$ cat config.mk
export PLATFORM = sky130hd
export DESIGN_NAME = e1sa_top
export DESIGN_NICKNAME = d
export VERILOG_FILES = /design/src/e1sa_pkg.sv /design/src/e1sa_top.sv
export VERILOG_INCLUDE_DIRS = /design/src /design/src/src
export SDC_FILE = /design/constraint.sdc
export NUM_CORES = 1
export LEC_CHECK = 0
export BUFFER_PORTS_ARGS = -buffer_cell sky130_fd_sc_hd__buf_4
export CAP_MARGIN = 20
export CORE_ASPECT_RATIO = 1.1
export CORE_MARGIN = 5
export CORE_UTILIZATION = 25
export CTS_CLUSTER_SIZE = 40
export DETAILED_ROUTE_END_ITERATION = 6
export GPL_ROUTABILITY_DRIVEN = 1
export PLACE_DENSITY = 0.51
export SYNTH_ARGS = -nofsm -noshare
export SYNTH_HDL_FRONTEND = slang
export SYNTH_SLANG_ARGS = --single-unit
$ cat constraint.sdc
create_clock -name aclk -period 2.86 [get_ports aclk]
set_input_delay 0.858 -clock aclk [delete_from_list [all_inputs] [get_ports aclk]]
set_output_delay 0.858 -clock aclk [all_outputs]
set_load 0.05 [all_outputs]
$ cat src/e1sa_cfg.svh
// e1sa constants: offsets, field positions, reset values, patterns
`ifndef E1SA_CFG_SVH
`define E1SA_CFG_SVH
`define E1SA_OFF_CTRL2      12'h000
`define E1SA_OFF_SA4SEQ     12'h004
`define E1SA_OFF_SA5SEQ     12'h008
`define E1SA_OFF_LINKCFG    12'h00c
`define E1SA_OFF_STATUS     12'h010
`define E1SA_BIT_AIS1       7
`define E1SA_BIT_AIS2       6
`define E1SA_BIT_FARSEL_HI  3
`define E1SA_BIT_FARSEL_LO  2
`define E1SA_BIT_COMB       1
`define E1SA_BIT_LOCCRC     0
`define E1SA_CTRL2_WMASK    8'hcf
`define E1SA_BIT_SA4EN      0
`define E1SA_BIT_SA4SEL     1
`define E1SA_BIT_SA5EN      2
`define E1SA_BIT_SA5SEL     3
`define E1SA_LINKCFG_WMASK  8'h0f
`define E1SA_RST_CTRL2      8'h00
`define E1SA_RST_SEQ        8'hff
`define E1SA_RST_LINKCFG    8'h00
`define E1SA_FAR_01         2'h1
`define E1SA_FAR_10         2'h2
`define E1SA_FAR_11         2'h3
`define E1SA_SA6_AIS        4'hf
`define E1SA_SA6_FAR01      4'h0
`define E1SA_SA6_FAR10      4'h0
`define E1SA_SA6_FAR11      4'h1
`define E1SA_SA6_CRC        4'h2
`define E1SA_SA6_BOTH       4'h3
`define E1SA_AXI_OKAY       2'h0
`define E1SA_AXI_SLVERR     2'h2
`endif

$ cat src/e1sa_pkg.sv
// e1sa types: response codes and line-side carriers
`default_nettype none
package e1sa_pkg;
   typedef enum logic [2:0] {
      R_NONE  = 3'b000,
      R_AIS1  = 3'b001,
      R_AIS2  = 3'b010,
      R_FAR01 = 3'b011,
      R_FAR10 = 3'b100,
      R_FAR11 = 3'b101,
      R_CRC   = 3'b110,
      R_BOTH  = 3'b111
   } e1sa_resp_e;
   // receive-side conditions
   typedef struct packed {
      logic e_valid;
      logic e_bit;
      logic crc_err;
      logic ais;
   } e1sa_rx_s;
   // spare bits for the frame now being sent
   typedef struct packed {
      logic a;
      logic e;
      logic sa4;
      logic sa5;
      logic sa6;
      logic auto_on;
      logic sa4_reg_src;
      logic sa5_reg_src;
   } e1sa_spare_s;
endpackage
`default_nettype wire

$ cat src/e1sa_top.sv
// e1sa_top: E1 transmit spare-bit auto response and Sa4/Sa5 insertion
`timescale 1ns/1ps
`default_nettype none
`include "e1sa_cfg.svh"

// Overview of operation
// - far-error select in control bits 3:2, reset zero, disables far-error response except the combined one.
// - a received E bit of zero is a far end block error.
// - select 01 on far error sends A=0, Sa5=1, Sa6=0000, E=0.
// - select 10 on far error sends A=0, Sa5=0, Sa6=0000, E=0.
// - select 11 on far error sends A=0, Sa5=1, Sa6=0001, E=1.
// - CRC response enabled, local CRC error sends A=0, Sa5=1, Sa6=0010, E=1.
// - combined enabled, far and CRC errors send A=0, Sa5=1, Sa6=0011, E=1.
// - Sa4 sequence drives Sa4 only with link enable and register source set.
// - Sa4 sequence MSB first, bit 7 in frame 2, bit 6 frame 4.
// - Sa5 sequence drives Sa5 only with link enable and register source set.
// - Sa5 sequence bit 7 in frame 2, bit 6 frame 4, onward.
// - first AIS response on AIS sends A=1, Sa5=1, Sa6 all ones.
// - second AIS response on AIS sends A=0, Sa5=1, Sa6 all ones.
module e1sa_top
   import e1sa_pkg::*;
(
   // clock and reset
   input  wire logic        aclk,
   input  wire logic        aresetn,
   // axi4-lite write address
   input  wire logic [11:0] s_axi_awaddr,
   input  wire logic        s_axi_awvalid,
   output logic             s_axi_awready,
   // axi4-lite write data
   input  wire logic [31:0] s_axi_wdata,
   input  wire logic [3:0]  s_axi_wstrb,
   input  wire logic        s_axi_wvalid,
   output logic             s_axi_wready,
   // axi4-lite write response
   output logic [1:0]       s_axi_bresp,
   output logic             s_axi_bvalid,
   input  wire logic        s_axi_bready,
   // axi4-lite read
   input  wire logic [11:0] s_axi_araddr,
   input  wire logic        s_axi_arvalid,
   output logic             s_axi_arready,
   output logic [31:0]      s_axi_rdata,
   output logic [1:0]       s_axi_rresp,
   output logic             s_axi_rvalid,
   input  wire logic        s_axi_rready,
   // framer timing
   input  wire logic        frame_tick,
   input  wire logic        mf_sync,
   // receive conditions and transmit spare bits
   input  wire e1sa_rx_s    rx_cond,
   output e1sa_spare_s      tx_spare
);

   logic [7:0]  ctrl2_reg;
   logic [7:0]  sa4_seq_reg;
   logic [7:0]  sa5_seq_reg;
   logic [7:0]  linkcfg_reg;
   logic [11:0] awaddr_reg;
   logic        aw_held_reg;
   logic [31:0] wdata_reg;
   logic        wstrb0_reg;
   logic        w_held_reg;
   logic        wr_fire;
   logic        wr_hit;
   logic [3:0]  fcnt_reg;
   logic [3:0]  fcnt_next;
   logic        far_pend_reg;
   logic        crc_pend_reg;
   logic        ais_pend_reg;
   logic        mf_edge;
   logic        far_evt;
   e1sa_resp_e  resp_reg;
   e1sa_resp_e  resp_next;
   e1sa_spare_s spare_next;

   // fixed pattern for a response: {a, sa5, sa6 nibble, e}
   function automatic logic [6:0] resp_pattern(input e1sa_resp_e r);
      unique case (r)
         R_AIS1:  resp_pattern = {1'b1, 1'b1, `E1SA_SA6_AIS,   1'b1};
         R_AIS2:  resp_pattern = {1'b0, 1'b1, `E1SA_SA6_AIS,   1'b1};
         R_FAR01: resp_pattern = {1'b0, 1'b1, `E1SA_SA6_FAR01, 1'b0};
         R_FAR10: resp_pattern = {1'b0, 1'b0, `E1SA_SA6_FAR10, 1'b0};
         R_FAR11: resp_pattern = {1'b0, 1'b1, `E1SA_SA6_FAR11, 1'b1};
         R_CRC:   resp_pattern = {1'b0, 1'b1, `E1SA_SA6_CRC,   1'b1};
         R_BOTH:  resp_pattern = {1'b0, 1'b1, `E1SA_SA6_BOTH,  1'b1};
         R_NONE:  resp_pattern = 7'h7f;
      endcase
   endfunction

   // sequence bit for a frame: bit 7 in frame 2 (count 1), bit 6 in frame 4
   function automatic logic seq_bit(input logic [7:0] s, input logic [3:0] f);
      seq_bit = s[3'd7 - f[3:1]];
   endfunction

   // ---------------- axi4-lite slave ----------------
   assign s_axi_awready = !aw_held_reg;
   assign s_axi_wready  = !w_held_reg;
   assign wr_fire       = aw_held_reg && w_held_reg && !s_axi_bvalid;
   assign wr_hit        = (awaddr_reg == `E1SA_OFF_CTRL2) || (awaddr_reg == `E1SA_OFF_SA4SEQ) ||
                          (awaddr_reg == `E1SA_OFF_SA5SEQ) || (awaddr_reg == `E1SA_OFF_LINKCFG);

   always_ff @(posedge aclk) begin
      if (!aresetn) begin
         aw_held_reg <= 1'b0;
         awaddr_reg  <= 12'h000;
      end else if (s_axi_awvalid && s_axi_awready) begin
         aw_held_reg <= 1'b1;
         awaddr_reg  <= {s_axi_awaddr[11:2], 2'b00};
      end else if (wr_fire) begin
         aw_held_reg <= 1'b0;
      end
   end

   always_ff @(posedge aclk) begin
      if (!aresetn) begin
         w_held_reg <= 1'b0;
         wdata_reg  <= 32'h0000_0000;
         wstrb0_reg <= 1'b0;
      end else if (s_axi_wvalid && s_axi_wready) begin
         w_held_reg <= 1'b1;
         wdata_reg  <= s_axi_wdata;
         wstrb0_reg <= s_axi_wstrb[0];
      end else if (wr_fire) begin
         w_held_reg <= 1'b0;
      end
   end

   always_ff @(posedge aclk) begin
      if (!aresetn) begin
         s_axi_bvalid <= 1'b0;
         s_axi_bresp  <= `E1SA_AXI_OKAY;
      end else if (wr_fire) begin
         s_axi_bvalid <= 1'b1;
         s_axi_bresp  <= wr_hit ? `E1SA_AXI_OKAY : `E1SA_AXI_SLVERR;
      end else if (s_axi_bready) begin
         s_axi_bvalid <= 1'b0;
      end
   end

   // register writes, low byte lane only
   always_ff @(posedge aclk) begin
      if (!aresetn) begin
         ctrl2_reg   <= `E1SA_RST_CTRL2;
         sa4_seq_reg <= `E1SA_RST_SEQ;
         sa5_seq_reg <= `E1SA_RST_SEQ;
         linkcfg_reg <= `E1SA_RST_LINKCFG;
      end else if (wr_fire && wstrb0_reg) begin
         unique case (awaddr_reg)
            `E1SA_OFF_CTRL2:   ctrl2_reg   <= wdata_reg[7:0] & `E1SA_CTRL2_WMASK;
            `E1SA_OFF_SA4SEQ:  sa4_seq_reg <= wdata_reg[7:0];
            `E1SA_OFF_SA5SEQ:  sa5_seq_reg <= wdata_reg[7:0];
            `E1SA_OFF_LINKCFG: linkcfg_reg <= wdata_reg[7:0] & `E1SA_LINKCFG_WMASK;
            default: ;
         endcase
      end
   end

   assign s_axi_arready = !s_axi_rvalid;

   always_ff @(posedge aclk) begin
      if (!aresetn) begin
         s_axi_rvalid <= 1'b0;
         s_axi_rdata  <= 32'h0000_0000;
         s_axi_rresp  <= `E1SA_AXI_OKAY;
      end else if (s_axi_arvalid && s_axi_arready) begin
         s_axi_rvalid <= 1'b1;
         s_axi_rresp  <= `E1SA_AXI_OKAY;
         unique case ({s_axi_araddr[11:2], 2'b00})
            `E1SA_OFF_CTRL2:   s_axi_rdata <= {24'h000000, ctrl2_reg};
            `E1SA_OFF_SA4SEQ:  s_axi_rdata <= {24'h000000, sa4_seq_reg};
            `E1SA_OFF_SA5SEQ:  s_axi_rdata <= {24'h000000, sa5_seq_reg};
            `E1SA_OFF_LINKCFG: s_axi_rdata <= {24'h000000, linkcfg_reg};
            `E1SA_OFF_STATUS:  s_axi_rdata <= {24'h000000, fcnt_reg, 1'b0, resp_reg};
            default: begin
               s_axi_rdata <= 32'h0000_0000;
               s_axi_rresp <= `E1SA_AXI_SLVERR;
            end
         endcase
      end else if (s_axi_rready) begin
         s_axi_rvalid <= 1'b0;
      end
   end

   // ---------------- multiframe position ----------------
   assign mf_edge   = frame_tick && mf_sync;
   assign fcnt_next = mf_sync ? 4'h0 : fcnt_reg + 4'h1;

   always_ff @(posedge aclk) begin
      if (!aresetn) begin
         fcnt_reg <= 4'h0;
      end else if (frame_tick) begin
         fcnt_reg <= fcnt_next;
      end
   end

   // ---------------- condition capture ----------------
   // far error on E=0
   assign far_evt = rx_cond.e_valid && !rx_cond.e_bit;

   // events collected over one multiframe; a new event beats the boundary clear
   always_ff @(posedge aclk) begin
      if (!aresetn) begin
         far_pend_reg <= 1'b0;
         crc_pend_reg <= 1'b0;
         ais_pend_reg <= 1'b0;
      end else begin
         far_pend_reg <= far_evt || (far_pend_reg && !mf_edge);
         crc_pend_reg <= rx_cond.crc_err || (crc_pend_reg && !mf_edge);
         ais_pend_reg <= rx_cond.ais || (ais_pend_reg && !mf_edge);
      end
   end

   // response chosen for the coming multiframe, highest priority first
   always_comb begin
      resp_next = R_NONE;
      if (ais_pend_reg && ctrl2_reg[`E1SA_BIT_AIS1]) begin
         resp_next = R_AIS1;
      end else if (ais_pend_reg && ctrl2_reg[`E1SA_BIT_AIS2]) begin
         resp_next = R_AIS2;
      end else if (far_pend_reg && crc_pend_reg && ctrl2_reg[`E1SA_BIT_COMB]) begin
         resp_next = R_BOTH;
      end else if (far_pend_reg && ctrl2_reg[`E1SA_BIT_FARSEL_HI:`E1SA_BIT_FARSEL_LO] != 2'h0) begin
         unique case (ctrl2_reg[`E1SA_BIT_FARSEL_HI:`E1SA_BIT_FARSEL_LO])
            `E1SA_FAR_01: resp_next = R_FAR01;
            `E1SA_FAR_10: resp_next = R_FAR10;
            default:      resp_next = R_FAR11;
         endcase
      end else if (crc_pend_reg && ctrl2_reg[`E1SA_BIT_LOCCRC]) begin
         resp_next = R_CRC;
      end
   end

   always_ff @(posedge aclk) begin
      if (!aresetn) begin
         resp_reg <= R_NONE;
      end else if (mf_edge) begin
         resp_reg <= resp_next;
      end
   end

   // ---------------- spare-bit output ----------------
   always_comb begin
      logic [6:0] pat;
      e1sa_resp_e r;
      r   = mf_edge ? resp_next : resp_reg;
      pat = resp_pattern(r);
      spare_next.auto_on     = (r != R_NONE);
      spare_next.sa4_reg_src = linkcfg_reg[`E1SA_BIT_SA4EN] && linkcfg_reg[`E1SA_BIT_SA4SEL];
      spare_next.sa5_reg_src = linkcfg_reg[`E1SA_BIT_SA5EN] && linkcfg_reg[`E1SA_BIT_SA5SEL];
      spare_next.sa4 = spare_next.sa4_reg_src ? seq_bit(sa4_seq_reg, fcnt_next) : 1'b1;
      spare_next.sa5 = spare_next.sa5_reg_src ? seq_bit(sa5_seq_reg, fcnt_next) : 1'b1;
      spare_next.a   = 1'b0;
      spare_next.e   = 1'b1;
      spare_next.sa6 = 1'b1;
      if (spare_next.auto_on) begin
         spare_next.a   = pat[6];
         spare_next.sa5 = pat[5];
         spare_next.sa6 = pat[3'd4 - {1'b0, fcnt_next[2:1]}];
         spare_next.e   = pat[0];
      end
   end

   always_ff @(posedge aclk) begin
      if (!aresetn) begin
         tx_spare <= '{a: 1'b0, e: 1'b1, sa4: 1'b1, sa5: 1'b1, sa6: 1'b1,
                       auto_on: 1'b0, sa4_reg_src: 1'b0, sa5_reg_src: 1'b0};
      end else if (frame_tick) begin
         tx_spare <= spare_next;
      end
   end

   // ---------------- assertions ----------------
   property p_far_off;
      @(posedge aclk) disable iff (!aresetn)
      mf_edge && ctrl2_reg[3:2] == 2'h0 && !ctrl2_reg[1] |=> !(resp_reg inside {R_FAR01, R_FAR10, R_FAR11, R_BOTH});
   endproperty
   a_far_off: assert property (p_far_off) else $error("far response with select zero");
   property p_far_evt;
      @(posedge aclk) disable iff (!aresetn)
      rx_cond.e_valid && !rx_cond.e_bit |=> far_pend_reg;
   endproperty
   a_far_evt: assert property (p_far_evt) else $error("far error lost");
   property p_far01;
      @(posedge aclk) disable iff (!aresetn)
      frame_tick ##1 resp_reg == R_FAR01 |-> !tx_spare.a && tx_spare.sa5 && !tx_spare.sa6 && !tx_spare.e;
   endproperty
   a_far01: assert property (p_far01) else $error("far 01 pattern wrong");
   property p_far10;
      @(posedge aclk) disable iff (!aresetn)
      frame_tick ##1 resp_reg == R_FAR10 |-> !tx_spare.a && !tx_spare.sa5 && !tx_spare.sa6 && !tx_spare.e;
   endproperty
   a_far10: assert property (p_far10) else $error("far 10 pattern wrong");
   property p_far11;
      @(posedge aclk) disable iff (!aresetn)
      frame_tick ##1 resp_reg == R_FAR11 |->
         !tx_spare.a && tx_spare.sa5 && tx_spare.e && tx_spare.sa6 == (fcnt_reg[2:1] == 2'h3);
   endproperty
   a_far11: assert property (p_far11) else $error("far 11 pattern wrong");
   property p_crc;
      @(posedge aclk) disable iff (!aresetn)
      frame_tick ##1 resp_reg == R_CRC |->
         !tx_spare.a && tx_spare.sa5 && tx_spare.e && tx_spare.sa6 == (fcnt_reg[2:1] == 2'h2);
   endproperty
   a_crc: assert property (p_crc) else $error("crc pattern wrong");
   property p_both;
      @(posedge aclk) disable iff (!aresetn)
      mf_edge && far_pend_reg && crc_pend_reg && ctrl2_reg[1] && !ais_pend_reg |=>
         resp_reg == R_BOTH && !tx_spare.a && tx_spare.sa5 && tx_spare.e && tx_spare.sa6 == fcnt_reg[2];
   endproperty
   a_both: assert property (p_both) else $error("combined pattern wrong");
   property p_sa4_src;
      @(posedge aclk) disable iff (!aresetn)
      frame_tick && !(linkcfg_reg[0] && linkcfg_reg[1]) |=> !tx_spare.sa4_reg_src && tx_spare.sa4;
   endproperty
   a_sa4_src: assert property (p_sa4_src) else $error("sa4 inserted while disabled");
   property p_sa4_order;
      @(posedge aclk) disable iff (!aresetn)
      frame_tick ##1 tx_spare.sa4_reg_src && fcnt_reg == 4'h3 |-> tx_spare.sa4 == $past(sa4_seq_reg[6]);
   endproperty
   a_sa4_order: assert property (p_sa4_order) else $error("sa4 bit order wrong");
   property p_sa5_order;
      @(posedge aclk) disable iff (!aresetn)
      frame_tick ##1 tx_spare.sa5_reg_src && !tx_spare.auto_on && fcnt_reg == 4'h1 |->
         tx_spare.sa5 == $past(sa5_seq_reg[7]);
   endproperty
   a_sa5_order: assert property (p_sa5_order) else $error("sa5 bit order wrong");
   property p_ais1;
      @(posedge aclk) disable iff (!aresetn)
      frame_tick ##1 resp_reg == R_AIS1 |-> tx_spare.a && tx_spare.sa5 && tx_spare.sa6;
   endproperty
   a_ais1: assert property (p_ais1) else $error("ais one pattern wrong");
   property p_ais2;
      @(posedge aclk) disable iff (!aresetn)
      frame_tick ##1 resp_reg == R_AIS2 |-> !tx_spare.a && tx_spare.sa5 && tx_spare.sa6;
   endproperty
   a_ais2: assert property (p_ais2) else $error("ais two pattern wrong");
   property p_hold;
      @(posedge aclk) disable iff (!aresetn)
      !mf_edge |=> $stable(resp_reg);
   endproperty
   a_hold: assert property (p_hold) else $error("response changed mid multiframe");

   c_far01: cover property (@(posedge aclk) disable iff (!aresetn) resp_reg == R_FAR01);
   c_both:  cover property (@(posedge aclk) disable iff (!aresetn) resp_reg == R_BOTH);
   c_ais1:  cover property (@(posedge aclk) disable iff (!aresetn) resp_reg == R_AIS1);
   c_sa4:   cover property (@(posedge aclk) disable iff (!aresetn) tx_spare.sa4_reg_src && frame_tick);

endmodule // e1sa_top
`default_nettype wire

==> results.json <==
{
  "cts_tree": "built",
  "slew_headroom_pct": 37.78,
  "drtIter0Drc": 144,
  "antenna_found_initial": 0,
  "reg2reg_slack_ns": 0.47,
  "p_clk_share_pct": 42.5,
  "min_from": "awaddr_reg[5]",
  "die_h_um": 137.2,
  "power.internal_mw": 1.864,
  "drc": 0,
  "r2r_cells": 8,
  "min_delay_path_depth": 2,
  "insertion_delay_ns": 0.34,
  "viasPerCell": 4.500,
  "ir_worst_vdd_mv": 0.2522,
  "max_freq_mhz": 419.0,
  "period_minus_slack_ns": 2.387,
  "seq_power_share_pct": 43.7,
  "max-cap-violations": 0,
  "met3WireLength_um": 584,
  "synthCells": 424,
  "worst-setup-path-type": "reg -> reg",
  "vias": 3060,
  "htreeDepth": 3,
  "synth_flop_cell": "dfxtp_1",
  "io_buffers": 64,
  "largest_reg_flops": 10,
  "stdcell_area_um2": 4529,
  "diodes": 0,
  "timing.rr.start": "fcnt_reg[1]",
  "synth.distinct_cells": 53,
  "wire_per_inst_um": 14.03,
  "syn2layout_area_growth_pct": 23.25,
  "total_power_mw": 2.599,
  "switchingPower_mw": 0.7344,
  "tightest_slew_ns": 0.9319,
  "hold_class": "reg -> reg",
  "post-cts-setup-buffers": 0,
  "cts_buffers": 9,
  "status": "finished, final reports clean",
  "place_area_um2": 4234,
  "grt_pass1_vias": 2919,
  "reg2reg_to": "tx_spare[3]",
  "grt_pass1_wl_um": 15100,
  "syn_avg_cell_area_um2": 8.667,
  "power_density_nw_per_um2": 573.8,
  "hold_path_end": "awaddr_reg[5]",
  "async_reset_ff_share_pct": 0,
  "rsz0062_at_grt": "false",
  "drive_above_1_share_pct": 20.70,
  "cts_buffer_depth": 2,
  "dpl.hpwl_um": 7324,
  "synth_area_um2": 3675,
  "setup_viol": 0,
  "initial_core_util_pct": 25.44,
  "grt_max_degree": 55,
  "hold_viol": 0,
  "route.met2.wl_um": 4447,
  "synth_seq_area_share_pct": 41.95,
  "drv_slew": 0,
  "clock-root-buffer": "clkbuf_16",
  "wl_met1_um": 4252,
  "drt.antenna.violating_nets": 0,
  "dr.max_layer_used": "met4",
  "critPathLaunchType": "register",
  "path_max_fanout": 4,
  "globalplace.congestion": 0.8832,
  "grt.overflow.total": 0,
  "grt_use_total_pct": 11.11,
  "cts_hold_buf": 0,
  "dieArea_um2": 17230,
  "clk_pin_slew_ns": 0.06,
  "core_um2": 14450,
  "skew_ns": 0.006191,
  "wl_um": 9539,
  "drt_pre_antenna_iters": 5,
  "sw_frac_of_total_pct": 28.26,
  "cp.required_ns": 3.12,
  "cts_resized": 0,
  "die-width_um": 125.6,
  "combPwrFrac_pct": 13.7,
  "rows": 46,
  "yosysWarnings": 0,
  "synth_edf_count": 0,
  "num_io_pins": 122,
  "setup_tns_ns": 0,
  "nets": 558,
  "ys_ff_latch": 77,
  "cp_data_arrival_time_ns": 2.65,
  "whs_ns": 0.4534,
  "post-route-period-util_pct": 83.46,
  "cts_sinks": 77,
  "endpoint_kind": "register",
  "leakage_nw": 1.881
}
cells in the mapped netlist (3+ instances only):
cell / count / area (um2)
inv_1: 6 / 22.52
buf_4: 29 / 217.7
nor2_1: 44 / 165.2
o21ai_0: 8 / 40.04
a211oi_1: 3 / 22.52
a21oi_1: 36 / 180.2
inv_2: 4 / 15.01
o21ai_1: 9 / 45.04
mux2i_1: 43 / 430.4
dfxtp_1: 77 / 1541
clkbuf_1: 13 / 48.80
a2bb2oi_1: 9 / 78.83
nor2b_1: 9 / 56.30
nor3b_1: 5 / 37.54
nand3_1: 7 / 35.03
nand2_1: 71 / 266.5
critical path, cell delays in order (launching register included):
cell and delay, ns:
dfxtp_1 0.40, ha_1 0.18, xor2_1 0.19, and2_1 0.26, inv_1 0.09, ha_1 0.32, or4b_1 0.54, o311a_1 0.15
a41oi_2 0.19
stage by stage:
stage / worst slack [ns] / utilization [%] / instances
after floorplan: 0.4359 / - / 449
after global placement: 0.2513 / 29.31 / 664
after detailed placement: 0.1802 / 29.31 / 664
after CTS: 0.4700 / 31.35 / 680
after global routing: 0.2907 / 31.35 / 680
final: 0.4732 / 31.35 / 680
power groups by stage:
stage | logic (mW) | registers (mW) | clock network (mW)
2_1_floorplan | 0.259 | 1.18 | 0
5_1_grt | 0.385 | 1.14 | 1.19
4_1_cts | 0.360 | 1.14 | 1.13
3_5_place_dp | 0.359 | 1.16 | 0
3_3_place_gp | 0.356 | 1.16 | 0
6_report | 0.357 | 1.14 | 1.11
worst max-delay path by stage:
stage | start | end | cells after the start
final | fcnt_reg[1] | tx_spare[3] | 8
after global routing | fcnt_reg[1] | tx_spare[3] | 8
after CTS | fcnt_reg[1] | tx_spare[3] | 8
after detailed placement | mf_sync | tx_spare[3] | 8
after global placement | mf_sync | tx_spare[3] | 8
after floorplan | mf_sync | tx_spare[3] | 6
cells by family (layout without fill, tap and decap cells):
group | Yosys count | after routing | synth area share [%]
AO/OA/AOI/OAI | 83 | 83 | 15.08
other | 1 | 26 | 0.1020
multiplexers | 46 | 46 | 13.24
AND/OR/NAND/NOR | 158 | 158 | 19.68
adder cells (fa/ha/maj) | 2 | 2 | 0.6809
flip-flops | 77 | 77 | 41.95
XOR/XNOR | 2 | 2 | 0.4768
buffers and inverters | 55 | 94 | 8.784
per-layer routing:
| metal | up-vias | global-route usage, % |
|---|---|---|
| met5 | - | 0 |
| met4 | 0 | 6.145 |
| met3 | 15 | 2.303 |
| met2 | 88 | 17.98 |
| met1 | 1418 | 13.84 |
| li1 | 1539 | - |
cell usage in the layout, fill, tap and decap left out, types with 2 or more instances in the layout:
master / count
dfxtp_1: 77
nand2_1: 71
buf_4: 68
nor2_1: 44
mux2i_1: 43
a21oi_1: 36
conb_1: 26
nor2b_1: 9
o21ai_1: 9
a2bb2oi_1: 9
clkbuf_16: 9
o21ai_0: 8
nand3_1: 7
inv_1: 6
nor3b_1: 5
inv_2: 4
a211oi_1: 3
clkinv_4: 3
xor2_1: 2
and2_1: 2
or4_1: 2
nor2_2: 2
a41oi_2: 2
a21o_1: 2
nand4_1: 2
o311a_1: 2
mux4_2: 2
o211a_1: 2
nor3_1: 2
a22oi_1: 2
ha_1: 2
clkbuf_8: 2
final cells by class:
class                   instances  area (um2)
clock buffers                  11       252.7
clock inverters                 5       42.54
fillers                      1545        9917
inverters                      10       37.54
multi-input cells             317        1904
flip-flops and latches         77        1541
well taps                     192       240.2
repair buffers                 68       510.5
(Power assumes the default switching activity.)
